$ cat config.mk
export PLATFORM = sky130hd
export DESIGN_NAME = bit_level_i2c_port
export DESIGN_NICKNAME = d
export VERILOG_FILES = /design/src/design/bit_i2c_pkg.sv /design/src/design/bit_level_i2c_port.sv
export SDC_FILE = /design/constraint.sdc
export NUM_CORES = 1
export LEC_CHECK = 0
export BUFFER_PORTS_ARGS = -buffer_cell sky130_fd_sc_hd__buf_2
export CORE_MARGIN = 5
export CORE_UTILIZATION = 36
export DETAILED_ROUTE_END_ITERATION = 10
export GPL_TIMING_DRIVEN = 0
export HOLD_SLACK_MARGIN = 0.1
export PLACE_DENSITY = 0.56
export SYNTH_ARGS = -nofsm -noshare
export SYNTH_HDL_FRONTEND = slang
export SYNTH_SLANG_ARGS = --single-unit
export TNS_END_PERCENT = 1
$ cat constraint.sdc
create_clock -name clk -period 2.8 [get_ports clk]
set_input_delay 0.42 -clock clk [delete_from_list [all_inputs] [get_ports clk]]
set_output_delay 0.42 -clock clk [all_outputs]
set_load 0.1 [all_outputs]
$ cat src/design/bit_i2c_pkg.sv
package bit_i2c_pkg;

	// register byte addresses on the apb side
	localparam logic [7:0] CFG_ADDR = 8'hC8;
	localparam logic [7:0] CTRL_ADDR = 8'hD0;
	localparam logic [7:0] DATA_ADDR = 8'hD4;

	// control register, write side
	localparam int CTL_CLR_XMIT = 7;
	localparam int CTL_IDLE = 6;
	localparam int CTL_CLR_RDY = 5;
	localparam int CTL_CLR_ARB = 4;
	localparam int CTL_CLR_START = 3;
	localparam int CTL_CLR_STOP = 2;
	localparam int CTL_SEND_RSTART = 1;
	localparam int CTL_SEND_STOP = 0;
	// control register, read side
	localparam int CTL_RX = 7;
	localparam int CTL_ATTN = 6;
	localparam int CTL_RDY = 5;
	localparam int CTL_ARB = 4;
	localparam int CTL_START = 3;
	localparam int CTL_STOP = 2;
	localparam int CTL_MST = 1;

	// data register and configuration register fields
	localparam int DAT_BIT = 7;
	localparam int CFG_SLAVE_EN = 7;
	localparam int CFG_MST_REQ = 6;
	localparam int CFG_CLR_TOV = 5;
	localparam int CFG_TMR_RUN = 4;
	localparam int CFG_RATE_LO = 0;
	localparam int CFG_RATE_HI = 1;
	localparam logic [7:0] CFG_RESET = 8'h00;

	// timing
	localparam int CLK_MHZ = 100;
	localparam int MIN_SCL_NS = 5000;
	localparam int MIN_SCL_CYC = (MIN_SCL_NS * CLK_MHZ + 999) / 1000;
	localparam int TIMEOUT_US = 250;
	localparam int TIMEOUT_CYC = TIMEOUT_US * CLK_MHZ;
	localparam int HALF_W = 10;
	localparam int TO_W = 20;

endpackage : bit_i2c_pkg

$ cat src/design/bit_level_i2c_port.sv
// Chosen here: register access over APB.
`timescale 1ns/100ps
`default_nettype none

// How it works
// - arbitration loss only while transmitting; a set loss flag clears transmit-active.
// - sent one or repeated start but SDA low at SCL rise means loss.
// - sent one while another party makes a start: loss plus start flag.
// - master repeated start beaten by SCL falling first means loss.
// - master stop that cannot complete because SDA stays low means loss.
// - start flag set at master or active slave, not when idle slave wakes.
// - stop flag set at master or active slave only.
// - become master when requested and bus free since reset, timeout or stop.
// - leave master on loss, or on stop after request dropped before send-stop.
// - data write, repeated-start or stop request sets transmit-active.
// - SDA pulled low, except for own start, and loss flagged only while transmit-active.
// - data read or clear-transmit-active bit clears transmit-active.
// - idle bit ignores bus until next start; stop then makes requesting master.
// - clear-data-ready bit, data read or data write clears bit-ready.
// - each clear bit clears its own flag independently.
// - any flag set holds SCL low until software clears all.
// - repeated start requested with clear-data-ready, masters only; initial start automatic.
// - repeated start sends a one, then pulls SDA low after SCL high time.
// - stop sends a zero, then releases SDA after SCL high time.
// - slave enable bit; clears on reset and bus timeout.
// - attention reads one whenever any of the four flags is set.
// - SDA captured into received bit at each SCL rise; bit-ready set there only while active.
// - new transmit bit reaches SDA only while SCL is low.
// - request raised mid-transfer waits for a stop.
module bit_level_i2c_port
	import bit_i2c_pkg::*;
#(
	parameter int TIMEOUT_CYCLES = TIMEOUT_CYC
) (
	input wire logic clk,
	input wire logic reset,
	input wire logic psel,
	input wire logic penable,
	input wire logic pwrite,
	input wire logic [7:0] paddr,
	input wire logic [31:0] pwdata,
	output logic [31:0] prdata,
	output logic pready,
	output logic pslverr,
	input wire logic scl_in,
	output logic scl_out,
	output logic scl_oe_n,
	input wire logic sda_in,
	output logic sda_out,
	output logic sda_oe_n
);

	logic scl_s1_q, scl_s2_q, scl_p_q;
	logic sda_s1_q, sda_s2_q, sda_p_q;
	logic [HALF_W-1:0] half_q;
	logic [TO_W-1:0] to_q;
	logic slave_en_q, mst_req_q, tmr_run_q;
	logic [1:0] rate_q;
	logic bit_ready_q, arb_lost_q, start_seen_q, stop_seen_q;
	logic xmit_q, master_q, idle_q, busy_q, tx_bit_q, rx_bit_q;
	logic rs_pend_q, stop_pend_q, stop_rel_q, rel_pend_q, gen_start_q;
	logic sda_pull_q, scl_pull_q;
	logic acc, wr, rd, wr_ctrl, wr_data, wr_cfg, rd_data, mapped;
	logic scl_rise, scl_fall, sda_edge, start_det, stop_det;
	logic half_done, timeout, enabled, active, attention, arb_evt;
	logic [7:0] ctrl_rd, cfg_rd, rd_val;

	// apb decode; a transfer completes on the edge where pready is seen high
	assign acc = psel & penable & pready;
	assign wr = acc & pwrite;
	assign rd = acc & ~pwrite;
	assign wr_ctrl = wr & (paddr == CTRL_ADDR);
	assign wr_data = wr & (paddr == DATA_ADDR);
	assign wr_cfg = wr & (paddr == CFG_ADDR);
	assign rd_data = rd & (paddr == DATA_ADDR);
	assign mapped = (paddr == CTRL_ADDR) | (paddr == DATA_ADDR) | (paddr == CFG_ADDR);

	// synchronised bus events; only the second stage and later are read
	assign scl_rise = scl_s2_q & ~scl_p_q;
	assign scl_fall = ~scl_s2_q & scl_p_q;
	assign sda_edge = sda_s2_q ^ sda_p_q;
	assign start_det = scl_s2_q & scl_p_q & sda_p_q & ~sda_s2_q;
	assign stop_det = scl_s2_q & scl_p_q & ~sda_p_q & sda_s2_q;
	assign half_done = (half_q == HALF_W'(MIN_SCL_CYC));
	assign timeout = (to_q == TO_W'(TIMEOUT_CYCLES));

	// the port is disabled only with enable, request and mastership all low
	assign enabled = slave_en_q | mst_req_q | master_q;
	assign active = enabled & (~idle_q | master_q);
	assign attention = bit_ready_q | arb_lost_q | start_seen_q | stop_seen_q;

	// the four loss cases, all gated by transmit-active
	assign arb_evt = xmit_q & active & (
		(scl_rise & ~sda_s2_q & ~sda_pull_q) |
		(start_det & ~sda_pull_q & ~gen_start_q) |
		(master_q & rs_pend_q & scl_fall & ~sda_pull_q) |
		(master_q & stop_rel_q & scl_fall));

	// two-flop synchronisers plus a history stage for edge finding
	always_ff @(posedge clk or posedge reset) begin
		if (reset) begin
			scl_s1_q <= 1'b1;
			scl_s2_q <= 1'b1;
			scl_p_q <= 1'b1;
			sda_s1_q <= 1'b1;
			sda_s2_q <= 1'b1;
			sda_p_q <= 1'b1;
		end else begin
			scl_s1_q <= scl_in;
			scl_s2_q <= scl_s1_q;
			scl_p_q <= scl_s2_q;
			sda_s1_q <= sda_in;
			sda_s2_q <= sda_s1_q;
			sda_p_q <= sda_s2_q;
		end
	end

	// time since the last line edge, saturating at the minimum half period
	always_ff @(posedge clk or posedge reset) begin
		if (reset) begin
			half_q <= '0;
		end else if (scl_rise | scl_fall | sda_edge) begin
			half_q <= '0;
		end else if (!half_done) begin
			half_q <= half_q + 1'b1;
		end
	end

	// bus timeout: scl frozen too long during a message while the timer runs
	always_ff @(posedge clk or posedge reset) begin
		if (reset) begin
			to_q <= '0;
		end else if (!tmr_run_q || !busy_q || scl_rise || scl_fall || timeout) begin
			to_q <= '0;
		end else begin
			to_q <= to_q + 1'b1;
		end
	end

	// configuration register; a timeout drops both enables
	always_ff @(posedge clk or posedge reset) begin
		if (reset) begin
			slave_en_q <= CFG_RESET[CFG_SLAVE_EN];
			mst_req_q <= CFG_RESET[CFG_MST_REQ];
			tmr_run_q <= CFG_RESET[CFG_TMR_RUN];
			rate_q <= CFG_RESET[CFG_RATE_HI:CFG_RATE_LO];
		end else if (timeout) begin
			slave_en_q <= 1'b0;
			mst_req_q <= 1'b0;
		end else if (wr_cfg) begin
			slave_en_q <= pwdata[CFG_SLAVE_EN];
			mst_req_q <= pwdata[CFG_MST_REQ];
			tmr_run_q <= pwdata[CFG_TMR_RUN];
			rate_q <= pwdata[CFG_RATE_HI:CFG_RATE_LO];
		end
	end

	// bit-ready: set by scl rise or own start, set beats clear
	always_ff @(posedge clk or posedge reset) begin
		if (reset) begin
			bit_ready_q <= 1'b0;
		end else if ((scl_rise & active) | (gen_start_q & start_det)) begin
			bit_ready_q <= 1'b1;
		end else if ((wr_ctrl & pwdata[CTL_CLR_RDY]) | rd_data | wr_data) begin
			bit_ready_q <= 1'b0;
		end
	end

	// received bit follows sda at every scl rise
	always_ff @(posedge clk or posedge reset) begin
		if (reset) begin
			rx_bit_q <= 1'b0;
		end else if (scl_rise) begin
			rx_bit_q <= sda_s2_q;
		end
	end

	// arbitration-lost flag
	always_ff @(posedge clk or posedge reset) begin
		if (reset) begin
			arb_lost_q <= 1'b0;
		end else if (arb_evt) begin
			arb_lost_q <= 1'b1;
		end else if (wr_ctrl & pwdata[CTL_CLR_ARB]) begin
			arb_lost_q <= 1'b0;
		end
	end

	// start flag; an idle slave woken by the start does not flag it
	always_ff @(posedge clk or posedge reset) begin
		if (reset) begin
			start_seen_q <= 1'b0;
		end else if (start_det & active & ~gen_start_q) begin
			start_seen_q <= 1'b1;
		end else if (wr_ctrl & pwdata[CTL_CLR_START]) begin
			start_seen_q <= 1'b0;
		end
	end

	// stop flag
	always_ff @(posedge clk or posedge reset) begin
		if (reset) begin
			stop_seen_q <= 1'b0;
		end else if (stop_det & active) begin
			stop_seen_q <= 1'b1;
		end else if (wr_ctrl & pwdata[CTL_CLR_STOP]) begin
			stop_seen_q <= 1'b0;
		end
	end

	// transmit-active: lost arbitration always wins
	always_ff @(posedge clk or posedge reset) begin
		if (reset) begin
			xmit_q <= 1'b0;
		end else if (arb_lost_q | arb_evt | timeout) begin
			xmit_q <= 1'b0;
		end else if (wr_data | (wr_ctrl & (pwdata[CTL_SEND_RSTART] | pwdata[CTL_SEND_STOP]))) begin
			xmit_q <= 1'b1;
		end else if (rd_data | (wr_ctrl & pwdata[CTL_CLR_XMIT])) begin
			xmit_q <= 1'b0;
		end
	end

	// transmit bit; repeated start loads a one, stop a zero
	always_ff @(posedge clk or posedge reset) begin
		if (reset) begin
			tx_bit_q <= 1'b1;
		end else if (wr_ctrl & pwdata[CTL_SEND_RSTART]) begin
			tx_bit_q <= 1'b1;
		end else if (wr_ctrl & pwdata[CTL_SEND_STOP]) begin
			tx_bit_q <= 1'b0;
		end else if (wr_data) begin
			tx_bit_q <= pwdata[DAT_BIT];
		end
	end

	// repeated-start and stop sequencing in the high phase of scl
	always_ff @(posedge clk or posedge reset) begin
		if (reset) begin
			rs_pend_q <= 1'b0;
			stop_pend_q <= 1'b0;
			stop_rel_q <= 1'b0;
			rel_pend_q <= 1'b0;
		end else if (timeout | arb_evt) begin
			rs_pend_q <= 1'b0;
			stop_pend_q <= 1'b0;
			stop_rel_q <= 1'b0;
			rel_pend_q <= 1'b0;
		end else if (wr_ctrl & master_q & pwdata[CTL_SEND_RSTART]) begin
			rs_pend_q <= 1'b1;
		end else if (wr_ctrl & master_q & pwdata[CTL_SEND_STOP]) begin
			stop_pend_q <= 1'b1;
			rel_pend_q <= ~mst_req_q;
		end else begin
			if (rs_pend_q & scl_s2_q & half_done & sda_pull_q) begin
				rs_pend_q <= 1'b0;
			end
			// armed only once a low phase has pulled sda; a request in the high phase waits a bit
			if (stop_pend_q & scl_s2_q & half_done & sda_pull_q) begin
				stop_pend_q <= 1'b0;
				stop_rel_q <= 1'b1;
			end
			if (stop_det) begin
				stop_rel_q <= 1'b0;
				rel_pend_q <= 1'b0;
			end
		end
	end

	// sda drive: new bit only while scl low, start or stop edge after the high time
	always_ff @(posedge clk or posedge reset) begin
		if (reset) begin
			sda_pull_q <= 1'b0;
		end else if (gen_start_q & scl_s2_q & half_done) begin
			sda_pull_q <= 1'b1;
		end else if (!xmit_q || arb_evt) begin
			sda_pull_q <= sda_pull_q & (gen_start_q | master_q) & scl_s2_q & ~arb_evt;
		end else if (!scl_s2_q) begin
			sda_pull_q <= ~tx_bit_q;
		end else if (half_done & rs_pend_q) begin
			sda_pull_q <= 1'b1;
		end else if (half_done & stop_pend_q) begin
			sda_pull_q <= 1'b0;
		end
	end

	// bus busy between a start and a stop; clear after reset or timeout
	always_ff @(posedge clk or posedge reset) begin
		if (reset) begin
			busy_q <= 1'b0;
		end else if (stop_det | timeout) begin
			busy_q <= 1'b0;
		end else if (start_det) begin
			busy_q <= 1'b1;
		end
	end

	// own initial start, only once the bus is free
	always_ff @(posedge clk or posedge reset) begin
		if (reset) begin
			gen_start_q <= 1'b0;
		end else if (start_det | timeout | ~mst_req_q) begin
			gen_start_q <= 1'b0;
		end else if (~busy_q & scl_s2_q & sda_s2_q & half_done & ~stop_pend_q) begin
			gen_start_q <= 1'b1;
		end
	end

	// mastership tracking
	always_ff @(posedge clk or posedge reset) begin
		if (reset) begin
			master_q <= 1'b0;
		end else if (arb_evt | timeout | (stop_det & rel_pend_q)) begin
			master_q <= 1'b0;
		end else if (gen_start_q & start_det) begin
			master_q <= 1'b1;
		end
	end

	// idle slave: deaf until the next start
	always_ff @(posedge clk or posedge reset) begin
		if (reset) begin
			idle_q <= 1'b0;
		end else if (start_det | timeout) begin
			idle_q <= 1'b0;
		end else if (wr_ctrl & pwdata[CTL_IDLE]) begin
			idle_q <= 1'b1;
		end
	end

	// scl drive: master clocking plus stretching while software is busy
	always_ff @(posedge clk or posedge reset) begin
		if (reset) begin
			scl_pull_q <= 1'b0;
		end else if (master_q & busy_q & scl_s2_q & half_done
				& ~(rs_pend_q | (stop_pend_q & sda_pull_q) | stop_rel_q)) begin
			scl_pull_q <= 1'b1;
		end else if (~scl_s2_q & active & attention) begin
			scl_pull_q <= 1'b1;
		end else if (master_q & ~scl_s2_q & ~half_done) begin
			scl_pull_q <= scl_pull_q; // keeps the minimum low time
		end else begin
			scl_pull_q <= 1'b0;
		end
	end

	// pins: open drain, enable low while pulling
	always_ff @(posedge clk or posedge reset) begin
		if (reset) begin
			scl_out <= 1'b0;
			sda_out <= 1'b0;
			scl_oe_n <= 1'b1;
			sda_oe_n <= 1'b1;
		end else begin
			scl_out <= 1'b0;
			sda_out <= 1'b0;
			scl_oe_n <= ~scl_pull_q;
			sda_oe_n <= ~sda_pull_q;
		end
	end

	// read views
	always_comb begin
		ctrl_rd = 8'h00;
		ctrl_rd[CTL_RX] = rx_bit_q;
		ctrl_rd[CTL_ATTN] = attention;
		ctrl_rd[CTL_RDY] = bit_ready_q;
		ctrl_rd[CTL_ARB] = arb_lost_q;
		ctrl_rd[CTL_START] = start_seen_q;
		ctrl_rd[CTL_STOP] = stop_seen_q;
		ctrl_rd[CTL_MST] = master_q;
		cfg_rd = 8'h00;
		cfg_rd[CFG_SLAVE_EN] = slave_en_q;
		cfg_rd[CFG_MST_REQ] = mst_req_q;
		cfg_rd[CFG_TMR_RUN] = tmr_run_q;
		cfg_rd[CFG_RATE_HI:CFG_RATE_LO] = rate_q;
		unique case (paddr)
			CTRL_ADDR: rd_val = ctrl_rd;
			DATA_ADDR: rd_val = {rx_bit_q, 7'h00};
			CFG_ADDR: rd_val = cfg_rd;
			default: rd_val = 8'h00;
		endcase
	end

	// apb answer: one wait state, error on unmapped addresses
	always_ff @(posedge clk or posedge reset) begin
		if (reset) begin
			pready <= 1'b0;
			pslverr <= 1'b0;
			prdata <= 32'h0000_0000;
		end else if (psel & penable & ~pready) begin
			pready <= 1'b1;
			pslverr <= ~mapped;
			prdata <= {24'h00_0000, rd_val};
		end else begin
			pready <= 1'b0;
			pslverr <= 1'b0;
			prdata <= 32'h0000_0000;
		end
	end

endmodule : bit_level_i2c_port

`default_nettype wire

Yosys cells after proc, flatten, opt, wreduce, memory -nomap -nowiden. Index checks and enable logic that the tools add are counted.

Register bits: 94. Input bits: 47. Output and inout bits: 38. Word-level logic and storage cells: 254.

Add/sub/neg operators: 2. Equality and inequality tests: 11. Mux-type cells: 58. Bitwise operators: 121. Reduce and logical (&&, ||, !) cells: 28.

Operators by type and width (count): $and 1x1->1 (72); $mux 1 (53); $or 1x1->1 (29); $eq 8x8->1 const B (3); $pmux 8 s3 (1); $add 20x1->20 const B (1); $eq 20x15->1 const B (1); $mux 10 (2); $mux 20 (1); $not 1->1 (19); $reduce_bool 2->1 (9); $reduce_bool 3->1 (6); $add 10x1->10 const B (1); $eq 10x9->1 const B (1); $mux 8 (1); $reduce_and 2->1 (4); $ne 3x3->1 const B (2); $logic_or 1x1->1 (5); $ne 5x1->1 const B (1); $ne 2x2->1 const B (2); $logic_not 1->1 (3); $reduce_and 3->1 (1); $ne 2x1->1 const B (1); $xor 1x1->1 (1).

Depth between registers and ports, before layout.
Depth after elaboration: 13. Mapped depth: 8. Gate-level depth less buffers: 7.

Least setup slack after synthesis. Ideal clock, no wire load.

Kind: reg2reg. Start: register pready. End: register rate_q[0]. Library setup time: 125 ps. Arrival: 2005 ps. Required time: 2675 ps. Slack: 670 ps. Cell stages (with the launch flop): 5. Path buffers: 0. Clock period less this slack: 2130 ps. Path through: dfrtp_1 -> and3_1 -> nand4_1 -> or2_4 -> mux2_4.

Cells in the longest elaborated chain, start to end: 4.

RTL lines: start, declared (RTL line bit_level_i2c_port.sv:43) `output logic pready,`; start signal, assigned (RTL line bit_level_i2c_port.sv:388) `pready <= 1'b0;`; start signal, assigned (RTL line bit_level_i2c_port.sv:392) `pready <= 1'b1;`; start signal, assigned (RTL line bit_level_i2c_port.sv:396) `pready <= 1'b0;`; $and 1x1->1 (RTL line bit_level_i2c_port.sv:69) `assign acc = psel & penable & pready;`; $and 1x1->1 (RTL line bit_level_i2c_port.sv:70) `assign wr = acc & pwrite;`; $and 1x1->1 (RTL line bit_level_i2c_port.sv:74) `assign wr_cfg = wr & (paddr == CFG_ADDR);`; $reduce_and 2->1 (no line); end signal, assigned (RTL line bit_level_i2c_port.sv:146) `rate_q <= CFG_RESET[CFG_RATE_HI:CFG_RATE_LO];`; end signal, assigned (RTL line bit_level_i2c_port.sv:154) `rate_q <= pwdata[CFG_RATE_HI:CFG_RATE_LO];`; end, declared (RTL line bit_level_i2c_port.sv:58) `logic [1:0] rate_q;`.

Every way passes these cells. A chain may end at the register's enable or synchronous reset.

Final worst setup path.
Start: register scl_s2_q. End: register to_q[17].

Cells in the longest elaborated chain, start to end: 5. Elaborated cells between the ends (all ways): 7. Those cells by class: mux: 1; bitwise: 3; reduce/logical: 3.

RTL lines: start, declared (RTL line bit_level_i2c_port.sv:53) `logic scl_s1_q, scl_s2_q, scl_p_q;`; start signal, assigned (RTL line bit_level_i2c_port.sv:110) `scl_s2_q <= scl_s1_q;`; $and 1x1->1 or $not 1->1 (tied branches) (RTL line bit_level_i2c_port.sv:79, bit_level_i2c_port.sv:80); $logic_or 1x1->1 or $and 1x1->1 (tied branches) (RTL line bit_level_i2c_port.sv:133, bit_level_i2c_port.sv:80); $logic_or 1x1->1 (*) (2 in a row) (RTL line bit_level_i2c_port.sv:133) `end else if (!tmr_run_q || !busy_q || scl_rise || scl_fall || timeout) begin`; $mux 20 (*) (RTL line bit_level_i2c_port.sv:133); end signal, assigned (RTL line bit_level_i2c_port.sv:136) `to_q <= to_q + 1'b1;`; end, declared (RTL line bit_level_i2c_port.sv:56) `logic [TO_W-1:0] to_q;`.

Every way passes the cells marked *; elsewhere a longest branch is shown, timed or not.

==> results.md <==
- Multi-input gate area: 1600 um^2
- Post-synth ARST share: 100%
- Fin util: 43.5%
- Worst setup margin: 0.604 ns
- Status: complete, no violations
- HPWL after DPL: 5410 um
- Clock transition at path regs: 0.08 ns
- Post-detailed-route count of antenna-violating nets: 0
- Final WL: 7490 um
- Nets@finish: 480
- Post-Layout Inst Area: 4230 um^2
- Worst Skew: 0.00752 ns
- DR iter-0 viols: 133
- Starting Density: 36.8%
- Vias: 2635
- Max transition margin: 43.5%
- Number of global-route vias before repair: 2549
- I/O pins: 85
- DRC viols: 0
- Hold EP: sda_s1_q$_DFF_PP1_
- Crit path required time: 3.08 ns
- Placed Instance Area: 4010 um^2
- CP delay by family, top: buffers and inverters
- Initial antenna violation count: 0
- WL/cell: 13.3 um
- Worst-skew pair later-pin latency: 0.35 ns
- Die H: 110 um
- Total core area: 9730 um^2
- # H-tree levels: 3
- Row Count: 36
- Setup bufs post-CTS: 0
- Max Fclk: 455 MHz
- Hold path cells: 1
- Slew Limit Fails: 0
- Global Route Usage Sum: 13.2%
- Maxcap violations: 0
- Max FO, Critical Path: 10
- Number of port buffers: 32
- HP Class: in -> reg
- CTS Hold Bufs: 0
- Setup CP Type: reg -> reg
- Area growth, synth to finish: 18.0%
- CTS buffer count: 9
- Leakage power: 1.99 nW
- Max stage delay on crit path: 0.56 ns
- Post-Synthesis Cell Area: 3580 um^2
- Worst setup EP type: register
- Final Hold Viols: 0
- R2r setup slk: 0.60 ns
- ANT cells: 0
- Pre-CTS setup slack: 0.615 ns
- Finished Layout Cells: 564
- Congestion Overflow GR: 0
- Synth warn: 0
- Buffer and inverter count on the worst path: 3
- Storage cell area: 1760 um^2
- Die area: 12000 um^2
- Die W: 110 um
- Pwr Total: 0.00225 W
- Cells after DPL: 548
- Worst setup SP type: register
- RR Endpoint: to_q[17]$_DFF_PP0_
- Commonest non-fill, non-tap cells in the layout: dfrtp_1, nor2_1, buf_2
- Critical path arrival: 2.47 ns
- Cells on worst reg2reg path: 6
- Commonest non-fill, non-tap cell in the layout: dfrtp_1
- Tmin final: 2.20 ns
- EDFF count, synth: 0
- Met3 wire len: 308 um
- First-pass iteration count of the detailed router: 4
- Synth Flop Type: dfrtp_1
- Met2 WL: 3520 um
- Worst r2r src: scl_s2_q$_DFF_PP1_
- Gpl congestion: 0.833
- RSZ-0062 raised after global routing: no
- Max layer used: met4
- Fin crit share: 78.4%
- Synth Register Bits: 70
- CTS sink cnt: 70
- VDD IR max: 0.183 mV
- Mapped Cells: 358
- Syn_area_per_cell: 10.0 um^2
- First-pass GRT wire length: 12400 um
- Root Buffer Master: clkbuf_8
- Via-per-instance ratio: 4.67
- Share of cells above drive strength 1: 23.4%
- Netlist cell types: 57
- Quantity of gates resized following cts: 0
- Max Root-Sink Buffers: 2
- # fillers: 990
- Largest net degree at the start of global routing: 71
- Register area share after synthesis: 49.2%
- Slowest CP cell: dfstp_2
- CTS tree: yes
- Setup violators final: 0
- Pwr/cell area: 531 nW/um^2
- Slew @ Worst Pin: 0.848 ns
- Hold Startpoint: sda_in
- Stages on worst setup path: 6
- Crit path cell chain: clkbuf_1, inv_1, ha_1, or4_1, buf_2, nor2_1
- M1 WL: 3500 um
## final cells by class
| class | instances | area share [%] |
|---|---|---|
| clock inverters | 7 | 2.34 |
| plain buffers | 36 | 5.80 |
| inverters | 17 | 1.57 |
| clock buffers | 9 | 2.93 |
| well taps | 133 | 3.94 |
| flip-flops and latches | 70 | 41.7 |
| multi-input cells | 260 | 37.9 |
| repair buffers | 32 | 3.79 |
## layer usage
| layer | vias up | GRT usage [%] |
|---|---|---|
| li1 | 1321 | - |
| met1 | 1253 | 17.6 |
| met2 | 48 | 20.5 |
| met3 | 13 | 2.35 |
| met4 | 0 | 6.59 |
| met5 | - | 0 |
## state kept, by name, summed over array words and instances, names as in the netlist, 2 cells and up
signal	flops
half_q	10
to_q	20
prdata	8
rate_q	2
## power breakdown
part	internal, W	switching [W]	total (W)
Combinational	0.0000608	0.000232	0.000292
Sequential	0.00103	0.0000138	0.00104
Clock	0.000504	0.000406	0.000910
Total	0.00159	0.000651	0.00225
## synthesized netlist by cell type (2+ instances only)
library cell  number  area share, %
nand2_1           25            2.6
nand4_1            9            1.6
clkbuf_1           5           0.52
mux2i_1            5            1.4
o21a_1             3           0.63
o21ai_1            2           0.28
nand3b_1           2           0.42
nor3_1             8            1.1
or3_1              2           0.35
and2_1             3           0.52
buf_2              4           0.56
o21ai_0            7           0.98
dfrtp_1           61             43
nor2_1            47            4.9
dfstp_2            9            6.6
a22oi_1            5            1.0
and3_1            11            1.9
xnor2_1            9            2.2
mux2_4             3            1.3
a22o_1             3           0.73
a21oi_1           11            1.5
nor4b_1            3           0.73
xor2_1            17            4.2
nand3_1           16            2.2
ha_1               7            2.4
inv_1             17            1.8
nor4_1             5           0.87
buf_4             26            5.4
and4_1             5            1.2
## worst max path at each step
| stage | slack, ns | to | startpoint |
|---|---|---|---|
| after global routing | 0.46 | to_q[9]$_DFF_PP0_ | scl_s2_q$_DFF_PP1_ |
| final | 0.60 | to_q[17]$_DFF_PP0_ | scl_s2_q$_DFF_PP1_ |
| after CTS | 0.60 | to_q[17]$_DFF_PP0_ | scl_s2_q$_DFF_PP1_ |
| after floorplan | 0.63 | arb_lost_q$_DFFE_PP0P_ | reset |
| after global placement | -0.25 | pslverr$_DFF_PP0_ | reset |
| after detailed placement | 0.62 | to_q[17]$_DFF_PP0_ | scl_s2_q$_DFF_PP1_ |
## metrics by stage
step	setup TNS, ns	hold slack [ns]
final	0	0.167
after global routing	0	0.149
after CTS	0	0.150
after detailed placement	0	0.347
after global placement	-15.02	0.345
after floorplan	0	0.345
## cells by family (layout without fill, tap and decap cells)
family	count (synthesis)	count (layout)	synth area share, %
simple gates	150	150	22.5
flops	70	70	49.2
buf+inv	53	101	8.63
compound gates	42	42	7.75
xor+xnor	26	26	6.36
mux	9	9	2.97
fa+ha+maj	7	7	2.44
other cells	1	26	0.105
Note: power is estimated with default switching activity, not from simulation.
